`config.mk`:
```
export PLATFORM = sky130hd
export DESIGN_NAME = power_event_supervisor
export DESIGN_NICKNAME = d
export VERILOG_FILES = /design/src/rtl/power_event_supervisor.v
export VERILOG_INCLUDE_DIRS = /design/src /design/src/rtl
export SDC_FILE = /design/constraint.sdc
export NUM_CORES = 1
export LEC_CHECK = 0
export BUFFER_PORTS_ARGS = -buffer_cell sky130_fd_sc_hd__buf_2
export CORE_MARGIN = 2
export CORE_UTILIZATION = 45
export DETAILED_ROUTE_END_ITERATION = 10
export GPL_TIMING_DRIVEN = 0
export PLACE_DENSITY = 0.73
export SLEW_MARGIN = 20
export SYNTH_ARGS = -nofsm -noshare
export SYNTH_HDL_FRONTEND = slang
export SYNTH_SLANG_ARGS = --single-unit
```
`constraint.sdc`:
```
create_clock -name clk -period 6.5 [get_ports clk]
set_input_delay 0 -clock clk [delete_from_list [all_inputs] [get_ports clk]]
set_output_delay 0 -clock clk [all_outputs]
set_load 0.05 [all_outputs]
```
`src/rtl/power_event_defs.vh`:
```
`ifndef POWER_EVENT_DEFS_VH
`define POWER_EVENT_DEFS_VH

// power states
`define PS_NOSUPPLY         3'h0
`define PS_OFF              3'h1
`define PS_ACTIVE           3'h2
`define PS_SLEEP            3'h3
`define PS_BACKUP           3'h4

// clock period and charged-result debounce
`define CLK_PERIOD_NS       25
`define DEBOUNCE_NS         61000
`define DEBOUNCE_CYCLES     ((`DEBOUNCE_NS + `CLK_PERIOD_NS - 1) / `CLK_PERIOD_NS)

// enable hold window (cycles), default
`define HOLD_WINDOW_CYCLES  32'h0000_8000

// watchdog: period unit in cycles, setting width, reset setting (longest)
`define WDOG_UNIT_CYCLES    32'h0000_1000
`define WDOG_SEL_W          2
`define WDOG_SEL_RESET      2'h3

// threshold selection widths and reset values
`define THR_SEL_W           5
`define SECOND_SEL_RESET    5'h00

// power-down polarity after reset: 0 = active low
`define PD_POL_RESET        1'h0

// cause vector bits
`define CAUSE_W             5
`define CAUSE_POWER_DOWN_RESET_IN         0
`define CAUSE_WDOG          1
`define CAUSE_MAINHI        2
`define CAUSE_RISE2         3
`define CAUSE_FALL2         4

`endif

```
`src/rtl/power_event_supervisor.v`:
```
// Notes on behaviour
// - cold reset high holds off state, settings return to reset/boot values.
// - cold reset falling turns device active for hold window only.
// - power-down input at selected level forces off with power-off reset.
// - stay off until power-down released and a start-up reason appears.
// - flag power-down input as shutdown cause.
// - primary above high level: no-supply to off, set main-high flag.
// - primary below low level goes backup; both supplies gone goes no-supply.
// - off-to-active blocked while first comparator reports not charged.
// - charged result accepted after debounce period continuously above hysteresis.
// - charged threshold select zero bypasses first comparator check.
// - second comparator disabled until nonzero threshold select written.
// - second comparator sets rising or falling flag per programming.
// - second comparator wakes from sleep, turns on from off, idle in backup.
// - periodic watchdog flags each period, shuts down if still uncleared.
// - watchdog counter held at initial value while system reset low.
// - interrupt mode counts while interrupts pending, expiry turns off.
// - after reset watchdog is periodic with longest period.
// - tracking enable cleared on every turn-off.
// - pending interrupt counts as on-reason only in hold window while off.
// - power-down polarity resets to active low.
`timescale 1ns/1ps
`include "power_event_defs.vh"

module power_event_supervisor #(
    parameter HOLD_CYCLES = `HOLD_WINDOW_CYCLES,
    parameter WDOG_UNIT   = `WDOG_UNIT_CYCLES,
    parameter DEB_CYCLES  = `DEBOUNCE_CYCLES
) (
    input  wire                    clk,
    input  wire                    reset,
    input  wire                    coldResetIn,
    input  wire                    powerDownResetIn,
    input  wire                    powerButtonIn,
    input  wire                    mainAboveHigh,
    input  wire                    mainBelowLow,
    input  wire                    backupNoSupply,
    input  wire                    senseAboveCharged,
    input  wire                    senseAboveHysteresis,
    input  wire                    secondCompOut,
    input  wire [`THR_SEL_W-1:0]   bootChargedSelect,
    input  wire                    sleepRequest,
    input  wire                    cfgWrite,
    input  wire                    powerDownPolarityIn,
    input  wire [`THR_SEL_W-1:0]   chargedSelectIn,
    input  wire [`THR_SEL_W-1:0]   secondSelectIn,
    input  wire                    secondRiseEdgeIn,
    input  wire                    watchdogIrqModeIn,
    input  wire [`WDOG_SEL_W-1:0]  watchdogPeriodIn,
    input  wire                    deviceOnBitIn,
    input  wire                    trackEnableSet,
    input  wire [`CAUSE_W-1:0]     causeClear,
    output reg  [2:0]              powerState_q,
    output reg                     systemResetOut_q,
    output reg                     trackEnable_q,
    output reg  [`CAUSE_W-1:0]     cause_q,
    output reg                     hostInterruptOut_q,
    output reg                     chargedOk_q
);

    reg                    pdPol_q;
    reg [`THR_SEL_W-1:0]   chargedSel_q;
    reg [`THR_SEL_W-1:0]   secondSel_q;
    reg                    secondRise_q;
    reg                    wdogIrqMode_q;
    reg [`WDOG_SEL_W-1:0]  wdogSel_q;
    reg                    devOn_q;
    reg [31:0]             debCnt_q;
    reg [31:0]             holdCnt_q;
    reg [31:0]             wdogCnt_q;
    reg                    second_q;
    reg                    coldPrev_q;
    reg                    btnPrev_q;
    reg [`CAUSE_W-1:0]     causeSet;
    reg [2:0]              state_d;
    wire                   pdActive;
    wire                   holdOn;
    wire                   charged;
    wire                   secondEn;
    wire                   secondTrig;
    wire                   startReason;
    wire                   inRun;
    wire [31:0]            wdogLimit;
    wire                   wdogExpire;
    wire                   turnOff;
    wire                   coldRelease;
    wire                   btnPress;
    wire                   wdogFlag;
    wire                   wdogShutdown;
    wire                   offEntry;
    wire                   secondUp;
    wire                   secondDown;
    wire [`CAUSE_W-1:0]    causeNext;

    function [31:0] period_cycles;
        input [`WDOG_SEL_W-1:0] sel;
        begin
            period_cycles = WDOG_UNIT << sel;
        end
    endfunction

    // count has reached the last cycle of its span
    function count_done;
        input [31:0] cnt;
        input [31:0] span;
        begin
            count_done = (cnt >= span - 32'h1);
        end
    endfunction

    // states in which the host is powered and out of reset
    function is_running;
        input [2:0] st;
        begin
            is_running = (st == `PS_ACTIVE) || (st == `PS_SLEEP);
        end
    endfunction

    assign pdActive   = (powerDownResetIn == pdPol_q);
    assign holdOn     = (holdCnt_q != 32'h0);
    assign charged    = (chargedSel_q == {`THR_SEL_W{1'b0}}) || chargedOk_q;
    assign secondEn   = (secondSel_q != {`THR_SEL_W{1'b0}})
                      && (powerState_q != `PS_BACKUP)
                      && (powerState_q != `PS_NOSUPPLY);
    assign secondUp   = secondEn && secondCompOut && !second_q;
    assign secondDown = secondEn && !secondCompOut && second_q;
    assign secondTrig = secondRise_q ? secondUp : secondDown;
    assign inRun      = is_running(powerState_q);
    assign wdogLimit  = period_cycles(wdogSel_q);
    assign wdogExpire = inRun && systemResetOut_q && count_done(wdogCnt_q, wdogLimit);
    // periodic mode flags the last cycle of every period
    assign wdogFlag   = !wdogIrqMode_q && inRun && systemResetOut_q
                      && (wdogCnt_q == wdogLimit - 32'h1);
    // shut down on expiry in interrupt mode, or at a period end with the flag still set
    assign wdogShutdown = wdogExpire && (wdogIrqMode_q || cause_q[`CAUSE_WDOG]);
    assign btnPress   = btnPrev_q && !powerButtonIn;
    assign coldRelease = coldPrev_q && !coldResetIn;
    // start-up reasons: none counted while a reset input is asserted
    assign startReason = !coldResetIn && !pdActive
                      && (btnPress || devOn_q || secondTrig
                          || (holdOn && hostInterruptOut_q));
    assign turnOff    = inRun && !is_running(state_d);
    assign offEntry   = (powerState_q != `PS_OFF) && (state_d == `PS_OFF);
    // set wins over clear; a cold reset wipes every cause
    assign causeNext  = coldResetIn ? {`CAUSE_W{1'b0}}
                                    : ((cause_q & ~causeClear) | causeSet);

    always @* begin
        causeSet = {`CAUSE_W{1'b0}};
        causeSet[`CAUSE_POWER_DOWN_RESET_IN]  = pdActive && (powerState_q != `PS_NOSUPPLY);
        causeSet[`CAUSE_WDOG]   = wdogExpire || wdogFlag;
        causeSet[`CAUSE_MAINHI] = (powerState_q == `PS_NOSUPPLY) && mainAboveHigh;
        causeSet[`CAUSE_RISE2]  = secondTrig && secondRise_q;
        causeSet[`CAUSE_FALL2]  = secondTrig && !secondRise_q;
    end

    // next power state; supply events outrank the reset inputs
    always @* begin
        state_d = powerState_q;
        if (backupNoSupply && mainBelowLow) begin
            state_d = `PS_NOSUPPLY;
        end else if (powerState_q == `PS_NOSUPPLY) begin
            if (mainAboveHigh) begin
                state_d = `PS_OFF;
            end
        end else if (mainBelowLow) begin
            state_d = `PS_BACKUP;
        end else if (coldResetIn || pdActive) begin
            state_d = `PS_OFF;
        end else begin
            case (powerState_q)
                `PS_BACKUP: begin
                    state_d = `PS_OFF;
                end
                `PS_OFF: begin
                    if ((startReason || coldRelease) && charged) begin
                        state_d = `PS_ACTIVE;
                    end
                end
                `PS_ACTIVE: begin
                    if (wdogShutdown) begin
                        state_d = `PS_OFF;
                    end else if (!(startReason || holdOn || devOn_q)) begin
                        state_d = `PS_OFF;
                    end else if (sleepRequest) begin
                        state_d = `PS_SLEEP;
                    end
                end
                `PS_SLEEP: begin
                    if (wdogShutdown) begin
                        state_d = `PS_OFF;
                    end else if (!sleepRequest || secondTrig || btnPress) begin
                        state_d = `PS_ACTIVE;
                    end
                end
                default: begin
                    state_d = `PS_OFF;
                end
            endcase
        end
    end

    // power state
    always @(posedge clk) begin
        if (reset) begin
            powerState_q <= `PS_NOSUPPLY;
        end else begin
            powerState_q <= state_d;
        end
    end

    // system reset output: released only while the host is running
    always @(posedge clk) begin
        if (reset) begin
            systemResetOut_q <= 1'b0;
        end else begin
            systemResetOut_q <= is_running(state_d);
        end
    end

    // last sampled level of the edge-sensitive inputs
    always @(posedge clk) begin
        if (reset) begin
            second_q   <= 1'b0;
            coldPrev_q <= 1'b0;
            btnPrev_q  <= 1'b1;
        end else begin
            second_q   <= secondCompOut;
            coldPrev_q <= coldResetIn;
            btnPrev_q  <= powerButtonIn;
        end
    end

    // interrupt causes
    always @(posedge clk) begin
        if (reset) begin
            cause_q <= {`CAUSE_W{1'b0}};
        end else begin
            cause_q <= causeNext;
        end
    end

    // host interrupt line follows the causes in the same cycle
    always @(posedge clk) begin
        if (reset) begin
            hostInterruptOut_q <= 1'b0;
        end else begin
            hostInterruptOut_q <= |causeNext;
        end
    end

    // configuration bits: a cold reset restores them and wins over a write
    always @(posedge clk) begin
        if (reset) begin
            pdPol_q       <= `PD_POL_RESET;
            chargedSel_q  <= {`THR_SEL_W{1'b0}};
            secondSel_q   <= `SECOND_SEL_RESET;
            secondRise_q  <= 1'b0;
            wdogIrqMode_q <= 1'b0;
            wdogSel_q     <= `WDOG_SEL_RESET;
            devOn_q       <= 1'b0;
        end else if (coldResetIn) begin
            pdPol_q       <= `PD_POL_RESET;
            chargedSel_q  <= bootChargedSelect;
            secondSel_q   <= `SECOND_SEL_RESET;
            secondRise_q  <= 1'b0;
            wdogIrqMode_q <= 1'b0;
            wdogSel_q     <= `WDOG_SEL_RESET;
            devOn_q       <= 1'b0;
        end else if (cfgWrite) begin
            pdPol_q       <= powerDownPolarityIn;
            chargedSel_q  <= chargedSelectIn;
            secondSel_q   <= secondSelectIn;
            secondRise_q  <= secondRiseEdgeIn;
            wdogIrqMode_q <= watchdogIrqModeIn;
            wdogSel_q     <= watchdogPeriodIn;
            devOn_q       <= deviceOnBitIn;
        end
    end

    // tracking enable: any turn-off, or a cold reset, returns it to zero
    always @(posedge clk) begin
        if (reset) begin
            trackEnable_q <= 1'b0;
        end else if (turnOff || coldResetIn) begin
            trackEnable_q <= 1'b0;
        end else if (trackEnableSet) begin
            trackEnable_q <= 1'b1;
        end
    end

    // hold window: started by cold reset release and by every entry to off
    always @(posedge clk) begin
        if (reset) begin
            holdCnt_q <= 32'h0;
        end else if (coldRelease) begin
            holdCnt_q <= HOLD_CYCLES;
        end else if (offEntry) begin
            holdCnt_q <= HOLD_CYCLES;
        end else if (holdOn) begin
            holdCnt_q <= holdCnt_q - 32'h1;
        end
    end

    // charged result: accepted only after an unbroken run above hysteresis
    always @(posedge clk) begin
        if (reset) begin
            debCnt_q    <= 32'h0;
            chargedOk_q <= 1'b0;
        end else if (!senseAboveHysteresis) begin
            debCnt_q    <= 32'h0;
            chargedOk_q <= 1'b0;
        end else if (count_done(debCnt_q, DEB_CYCLES)) begin
            chargedOk_q <= senseAboveCharged || chargedOk_q;
        end else begin
            debCnt_q    <= debCnt_q + 32'h1;
        end
    end

    // watchdog counter: periodic or pending-interrupt timing
    always @(posedge clk) begin
        if (reset) begin
            wdogCnt_q <= 32'h0;
        end else if (!systemResetOut_q) begin
            wdogCnt_q <= 32'h0;
        end else if (wdogIrqMode_q) begin
            if (!hostInterruptOut_q || (|causeClear)) begin
                wdogCnt_q <= 32'h0;
            end else begin
                wdogCnt_q <= wdogCnt_q + 32'h1;
            end
        end else if (count_done(wdogCnt_q, wdogLimit)) begin
            wdogCnt_q <= 32'h0;
        end else begin
            wdogCnt_q <= wdogCnt_q + 32'h1;
        end
    end

endmodule

```
# After elaboration in Yosys (flattened, before gate mapping)
# Cells that the tools add are included.
[classes]
n_addsub = 4
magnitude_cmp = 2
n_eq_ne = 10
shift = 1
n_mux = 22
bitwise = 5
n_reduce_logical = 66
[ops]
columns = ["op", "count"]
rows = [
  ["$mux W32", 3],
  ["$add A32 B1 Y32 const B", 2],
  ["$sub A32 B1 Y32 const B", 2],
  ["$mux W16", 3],
  ["$mux W3", 11],
  ["$eq A32 B32 Y1", 1],
  ["$ge A32 B12 Y1 const B", 1],
  ["$ge A32 B32 Y1", 1],
  ["$reduce_bool A32 Y1", 1],
  ["$shl A13 B2 Y32 const A", 1],
  ["$logic_and A1 B1 Y1", 25],
  ["$logic_or A1 B1 Y1", 17],
  ["$mux W5", 3],
  ["$eq A3 B2 Y1 const B", 4],
  ["$logic_not A1 Y1", 10],
  ["$reduce_or A5 Y1", 2],
  ["$pmux W3 S3", 1],
  ["$reduce_or A2 Y1", 4],
  ["$eq A3 B1 Y1 const B", 2],
  ["$reduce_bool A3 Y1", 2],
  ["$and A5 B5 Y5", 1],
  ["$logic_not A5 Y1", 1],
  ["$not A5 Y5", 1],
  ["$or A5 B5 Y5", 1],
  ["other kinds (9)", 10],
]
[totals]
regBits = 127
in_bits = 40
output_inout_bits = 12
wordCells = 130

# Depth between registers and ports, before layout
[depth]
word_depth = 24
mapped_depth = 11
depth_no_buf = 10

# Worst setup path after synthesis
# OpenSTA, ideal clock, no wires.
[synth_timing]
path_type = "register to register"
start = "reg holdCnt_q[15]"
end = "reg holdCnt_q[0]"
setup_time_ns = 0.116
arrival_time_ns = 2.378
t_required_ns = 6.384
setup_slack_ns = 4.005
path_stages_with_launch = 10
n_path_buf = 1
synth_period_minus_slack_ns = 2.495
cell_sequence = "dfxtp_1 or4_4 or3_4 nor4_4 nand4b_1 and3_1 nor3_2 o211ai_4 buf_6 nor3_2"
[synth_between]
elab_chain_cells = 16
elab_cells_between_ends = 19
cone_classes = "1 x eq/ne; 8 x mux; 10 x reduce/logical"
[synth_rtl]
columns = ["element", "line", "rtl"]
rows = [
  ["start: declaration", "power_event_supervisor.v:69", "reg [31:0] holdCnt_q;"],
  ["start signal: assignment", "power_event_supervisor.v:301", "holdCnt_q <= holdCnt_q - 32'h1;"],
  ["$reduce_bool A32 Y1 (*)", "power_event_supervisor.v:120", "assign holdOn = (holdCnt_q != 32'h0);"],
  ["$logic_and A1 B1 Y1", "power_event_supervisor.v:141", "|| (holdOn && hostInterruptOut_q));"],
  ["$logic_or A1 B1 Y1", "power_event_supervisor.v:141", ""],
  ["$logic_and A1 B1 Y1", "power_event_supervisor.v:140", "&& (btnPress || devOn_q || secondTrig"],
  ["$logic_or A1 B1 Y1 (2 in series)", "power_event_supervisor.v:183", "end else if (!(startReason || holdOn || devOn_q)) begin"],
  ["$mux W3", "power_event_supervisor.v:183", ""],
  ["$mux W3", "power_event_supervisor.v:181", "if (wdogShutdown) begin"],
  ["$pmux W3 S3", "power_event_supervisor.v:171", "case (powerState_q)"],
  ["$mux W3", "power_event_supervisor.v:168", "end else if (coldResetIn || pdActive) begin"],
  ["$mux W3", "power_event_supervisor.v:166", "end else if (mainBelowLow) begin"],
  ["$mux W3", "power_event_supervisor.v:162", "end else if (powerState_q == `PS_NOSUPPLY) begin"],
  ["$mux W3", "power_event_supervisor.v:160", "if (backupNoSupply && mainBelowLow) begin"],
  ["$eq A3 B1 Y1 (no source line)", "--", ""],
  ["$logic_and A1 B1 Y1", "power_event_supervisor.v:143", "assign offEntry = (powerState_q != `PS_OFF) && (state_d == `PS_OFF);"],
  ["$reduce_or A3 Y1 (no source line)", "--", ""],
]
# Mark *: on every way between the ends. The rest lies on a longest branch, timed or not.
# A chain may end at the register's enable or synchronous reset.

# Final worst setup path
[layout_timing]
start = "reg holdCnt_q[15]"
end = "reg holdCnt_q[5]"
# Same word-level chain as after synthesis.

==> reports/qor_table.md <==
| Step | Result | Value |
|:---|:---|:---|
| status | Result of the run | finished clean |
| cells and area | Number of nets in the finished design | 775 |
| place | Count of port buffers added during placement | 49 |
| cells and area | Post-layout instance count excluding filler cells | 884 |
| critical path | Register-to-register setup slack | 3620 ps |
| power and ir drop | Leakage | 2.72 nW |
| hold path | Startpoint of the worst hold path | coldResetIn |
| clock tree | TritonCTS clock tree | built |
| floorplanning | Initial core utilization | 46.1% |
| sta | Max-slew violation total from the final report | 0 |
| grt | Met1 Track Usage GR | 23.3% |
| cells and area | Fraction of layout instances using a drive strength above 1 | 16.8% |
| grt | Met3 layer usage reported by global route | 5.96% |
| sta | Setup tns final | 0 ps |
| synthesis | Synth Area in Simple Gates | 29.7% |
| synthesis | Xor/xnor cell area share of the yosys netlist | 10.1% |
| sta | Highest clock frequency the design can meet | 0.347 GHz |
| floorplanning | Die W | 115 microns |
| hold path | WHS Endpoint | trackEnable_q |
| floorplanning | Num ports | 52 |
| synthesis | Number of distinct library cells after synthesis | 60 |
| hold path | Hold Crit Depth | 4 |
| grt | Met2 demand-to-capacity share in global routing | 35.6% |
| synthesis | Number of flops mapped to enable cells by yosys | 0 |
| clock tree | Clock root cell | sky130_fd_sc_hd__clkbuf_16 |
| critical path | Sort of element at the start of the critical path | register |
| routing | DR vias/cell | 5.31 |
| synthesis | Synthesized net count | 670 |
| critical path | Reg2reg start | holdCnt_q[15] |
| synthesis | Fraction of the mapped netlist area in compound gates | 6.56% |
| hold path | Hold/Removal Path Class | input pin to register |
| grt | Via count of the first global-routing pass | 4729 |
| synthesis | Average size of a mapped cell | 8.89 sq um |
| cells and area | Signed area change from the synthesized netlist to the final layout | 24.5% |
| sta | Period Utilization, post-route | 44.3% |
| cells and area | Util after Layout | 57.3% |
| grt | Combined global-route utilization of all metal layers | 20.4% |
| floorplanning | Total number of placement rows | 40 |
| sta | Setup repair after global routing missed its margin | false |
| critical path | Critical path required time | 6790 ps |
| clock tree | Gates resized, CTS repair | 0 |
| cells and area | Count of inserted antenna diode cells | 0 |
| clock tree | Cts bufs inserted | 17 |
| place | Placed Cells | 818 |
| sta | Setup skew after layout | 6.65 ps |
| critical path | Setup CP Type | register to register |
| synthesis | Post-synthesis instance area | 5530 sq um |
| synthesis | Fraction of registers with async set/reset | 0% |
| power and ir drop | PD cells | 401 nW/um^2 |
| synthesis | Top FF cell, synth | sky130_fd_sc_hd__dfxtp_1 |
| routing | Initial DRC count | 170 |
| synthesis | Total of warnings raised by yosys | 0 |
| synthesis | Main combinational cell family by area after synthesis | simple AND/OR/NAND/NOR gates |
| routing | Routed wire length | 12.8 mm |
| sta | Number of hold violations in the final report | 0 |
| power and ir drop | Worst ir drop on vdd | 197 uV |
| grt | Most congested layer reported by global routing | met2 |
| critical path | Reg-to-reg endpoint | holdCnt_q[5] |
| clock tree | Worst-Skew Late Latency | 410 ps |
| synthesis | Share of synthesized cell area in full adder, half adder and majority cells | 1.81% |
| critical path | Crit path DAT | 3170 ps |
| place | Routability-driven placement congestion ratio | 0.849 |
| routing | Drt first pass iters | 4 |
| run | Count of maximum capacitance violations | 0 |
| sta | Transition at the pin with the smallest max-transition slack | 926 ps |
| critical path | Cells on worst reg2reg path | 9 |
| synthesis | Count of mapped cells out of synthesis | 622 |
| sta | Minimum clock period | 2880 ps |
| floorplanning | Chip Height | 115 microns |
| critical path | Type of destination of the critical path | register |
| clock tree | Number of sinks on the clock net | 127 |
| routing | Average wire per standard cell | 14.5 microns |
| clock tree | Maximum number of buffers from clock root to sink | 2 |
| routing | Final antenna-violating net count | 0 |
| grt | First-pass GRT wire length | 21.4 mm |
| clock tree | CTS HTree Levels | 4 |
| grt | GRT overflow | 0 |
| sta | Number of setup violations in the final report | 0 |
| cells and area | Top library cells by usage in the layout, fill and taps aside | 127 x sky130_fd_sc_hd__dfxtp_1, 115 x sky130_fd_sc_hd__nor2_1, 49 x sky130_fd_sc_hd__buf_2 |
| synthesis | FF+latch count, synth | 127 |
| floorplanning | Core Area | 12000 sq um |
| routing | Via total after detailed routing | 4692 |
| grt | Initial antenna violation count | 0 |
| place | Post-placement cell area | 5960 sq um |
| sta | Worst relative slew slack | 37.7% |
| cells and area | Final instance area | 6880 sq um |
| grt | Pin count of the biggest net entering global routing | 17 |
| synthesis | Sequential fraction of the synthesis area | 46.0% |
| floorplanning | Die area | 13200 sq um |
| synthesis | Mux contribution to synthesized area | 2.90% |
| routing | Total DRC errors in the routed layout | 0 |
| clock tree | Worst-path clk slew | 50 ps |
| cells and area | Filler cells | 1027 |
| critical path | CP Max Fanout | 10 |
| cells and area | Most frequent standard cell in the layout excluding fill and tap cells | sky130_fd_sc_hd__dfxtp_1 |
| place | HPWL after detailed placement | 8.83 mm |
| clock tree | Number of buffers inserted by post-CTS setup repair | 0 |
worst max-delay path: stages (launching register included):
cell and delay (ps):
sky130_fd_sc_hd__dfxtp_1 340, sky130_fd_sc_hd__or4_4 560, sky130_fd_sc_hd__or3_4 390, sky130_fd_sc_hd__nor4_1 450, sky130_fd_sc_hd__o2111a_1 260, sky130_fd_sc_hd__o31a_1 150, sky130_fd_sc_hd__nor3_2 70, sky130_fd_sc_hd__o211ai_4 270
sky130_fd_sc_hd__buf_6 220, sky130_fd_sc_hd__nor2_2 60
worst max path at each step:
stage | slack, ps | depth (start not counted) | end | from
final | 3620 | 9 | holdCnt_q[5] | holdCnt_q[15]
after global routing | 3410 | 10 | holdCnt_q[0] | wdogCnt_q[0]
after CTS | 3320 | 10 | holdCnt_q[0] | wdogCnt_q[0]
after detailed placement | 3320 | 10 | holdCnt_q[0] | wdogCnt_q[0]
after global placement | 3420 | 10 | holdCnt_q[0] | wdogCnt_q[0]
after floorplan | 4010 | 9 | holdCnt_q[0] | holdCnt_q[15]
stage by stage:
stage / power (W) / hold slack [ps] / setup WS, ps
floorplan: 0.00170 / 76.7 / 4010
global placement: 0.00183 / 212 / 3420
detailed placement: 0.00187 / 219 / 3320
CTS: 0.00277 / 39.5 / 3320
global route: 0.00293 / 87.3 / 3410
finish: 0.00276 / 76.5 / 3620
state kept, by name (all words and copies together), names as in the netlist, 2 cells and up:
signal / flops
powerState_q: 3
holdCnt_q: 32
secondSel_q: 5
chargedSel_q: 5
wdogCnt_q: 32
wdogSel_q: 2
debCnt_q: 32
cause_q: 5
repair_timing:
action / CTS / global route
endpoints found under the hold margin: 32 / 0
hold buffers: 37 / 0
endpoints found under the setup margin: 0 / 0
final cells by class:
type / count / area (sq um) / area share (%)
Buffer: 19 / 105 / 1.53
Clock buffer: 22 / 484 / 7.03
Clock inverter: 7 / 62.6 / 0.909
Inverter: 14 / 52.6 / 0.763
Multi-Input combinational cell: 462 / 2840 / 41.2
Sequential cell: 127 / 2540 / 36.9
Tap cell: 147 / 184 / 2.67
Timing Repair Buffer: 86 / 616 / 8.94
where the power goes:
part           switching (W)  total, W  internal (W)
sequential         0.0000804  0.000947      0.000867
clock               0.000318  0.000874      0.000555
combinational       0.000534  0.000941      0.000407
per-layer routing:
metal,vias to the layer above,part of all wire (%)
li1,2328,-
met1,2238,43
met2,102,51
met3,24,4.0
met4,0,2.0
met5,-,0
kinds of logic after synthesis:
group,count (synthesis)
simple gates,319
flops,127
xor+xnor,64
compound gates,54
buf+inv,33
mux,16
fa+ha+maj,8
other cells,1
cells in the mapped netlist (2+ instances only):
cell,number,share of area (%)
sky130_fd_sc_hd__clkbuf_1,13,0.88
sky130_fd_sc_hd__a2111oi_0,2,0.32
sky130_fd_sc_hd__nor3_2,2,0.36
sky130_fd_sc_hd__a32oi_1,2,0.32
sky130_fd_sc_hd__xor2_1,34,5.4
sky130_fd_sc_hd__nor2_1,115,7.8
sky130_fd_sc_hd__o31ai_1,2,0.27
sky130_fd_sc_hd__inv_1,14,0.95
sky130_fd_sc_hd__or4_4,2,0.41
sky130_fd_sc_hd__and4_1,4,0.63
sky130_fd_sc_hd__nand2b_1,3,0.34
sky130_fd_sc_hd__a21oi_1,20,1.8
sky130_fd_sc_hd__or4_1,2,0.27
sky130_fd_sc_hd__buf_6,3,0.61
sky130_fd_sc_hd__nor3b_1,2,0.27
sky130_fd_sc_hd__nand2_1,46,3.1
sky130_fd_sc_hd__and3_1,11,1.2
sky130_fd_sc_hd__and2_1,23,2.6
sky130_fd_sc_hd__nand4_1,8,0.90
sky130_fd_sc_hd__nand3_1,15,1.4
sky130_fd_sc_hd__or2_2,7,0.79
sky130_fd_sc_hd__a211oi_1,2,0.27
sky130_fd_sc_hd__nand4b_1,3,0.48
sky130_fd_sc_hd__or3_1,9,1.0
sky130_fd_sc_hd__nor3_1,14,1.3
sky130_fd_sc_hd__dfxtp_1,127,46
sky130_fd_sc_hd__nor2b_1,7,0.79
sky130_fd_sc_hd__or3_4,2,0.41
sky130_fd_sc_hd__o21ai_0,9,0.81
sky130_fd_sc_hd__nor2_2,16,1.8
sky130_fd_sc_hd__o211ai_1,3,0.41
sky130_fd_sc_hd__nor4_1,19,2.1
sky130_fd_sc_hd__a21oi_2,3,0.48
sky130_fd_sc_hd__ha_1,8,1.8
sky130_fd_sc_hd__xnor2_1,30,4.8
sky130_fd_sc_hd__mux2i_1,16,2.9
No activity file was read; power rests on OpenSTA's default activity.
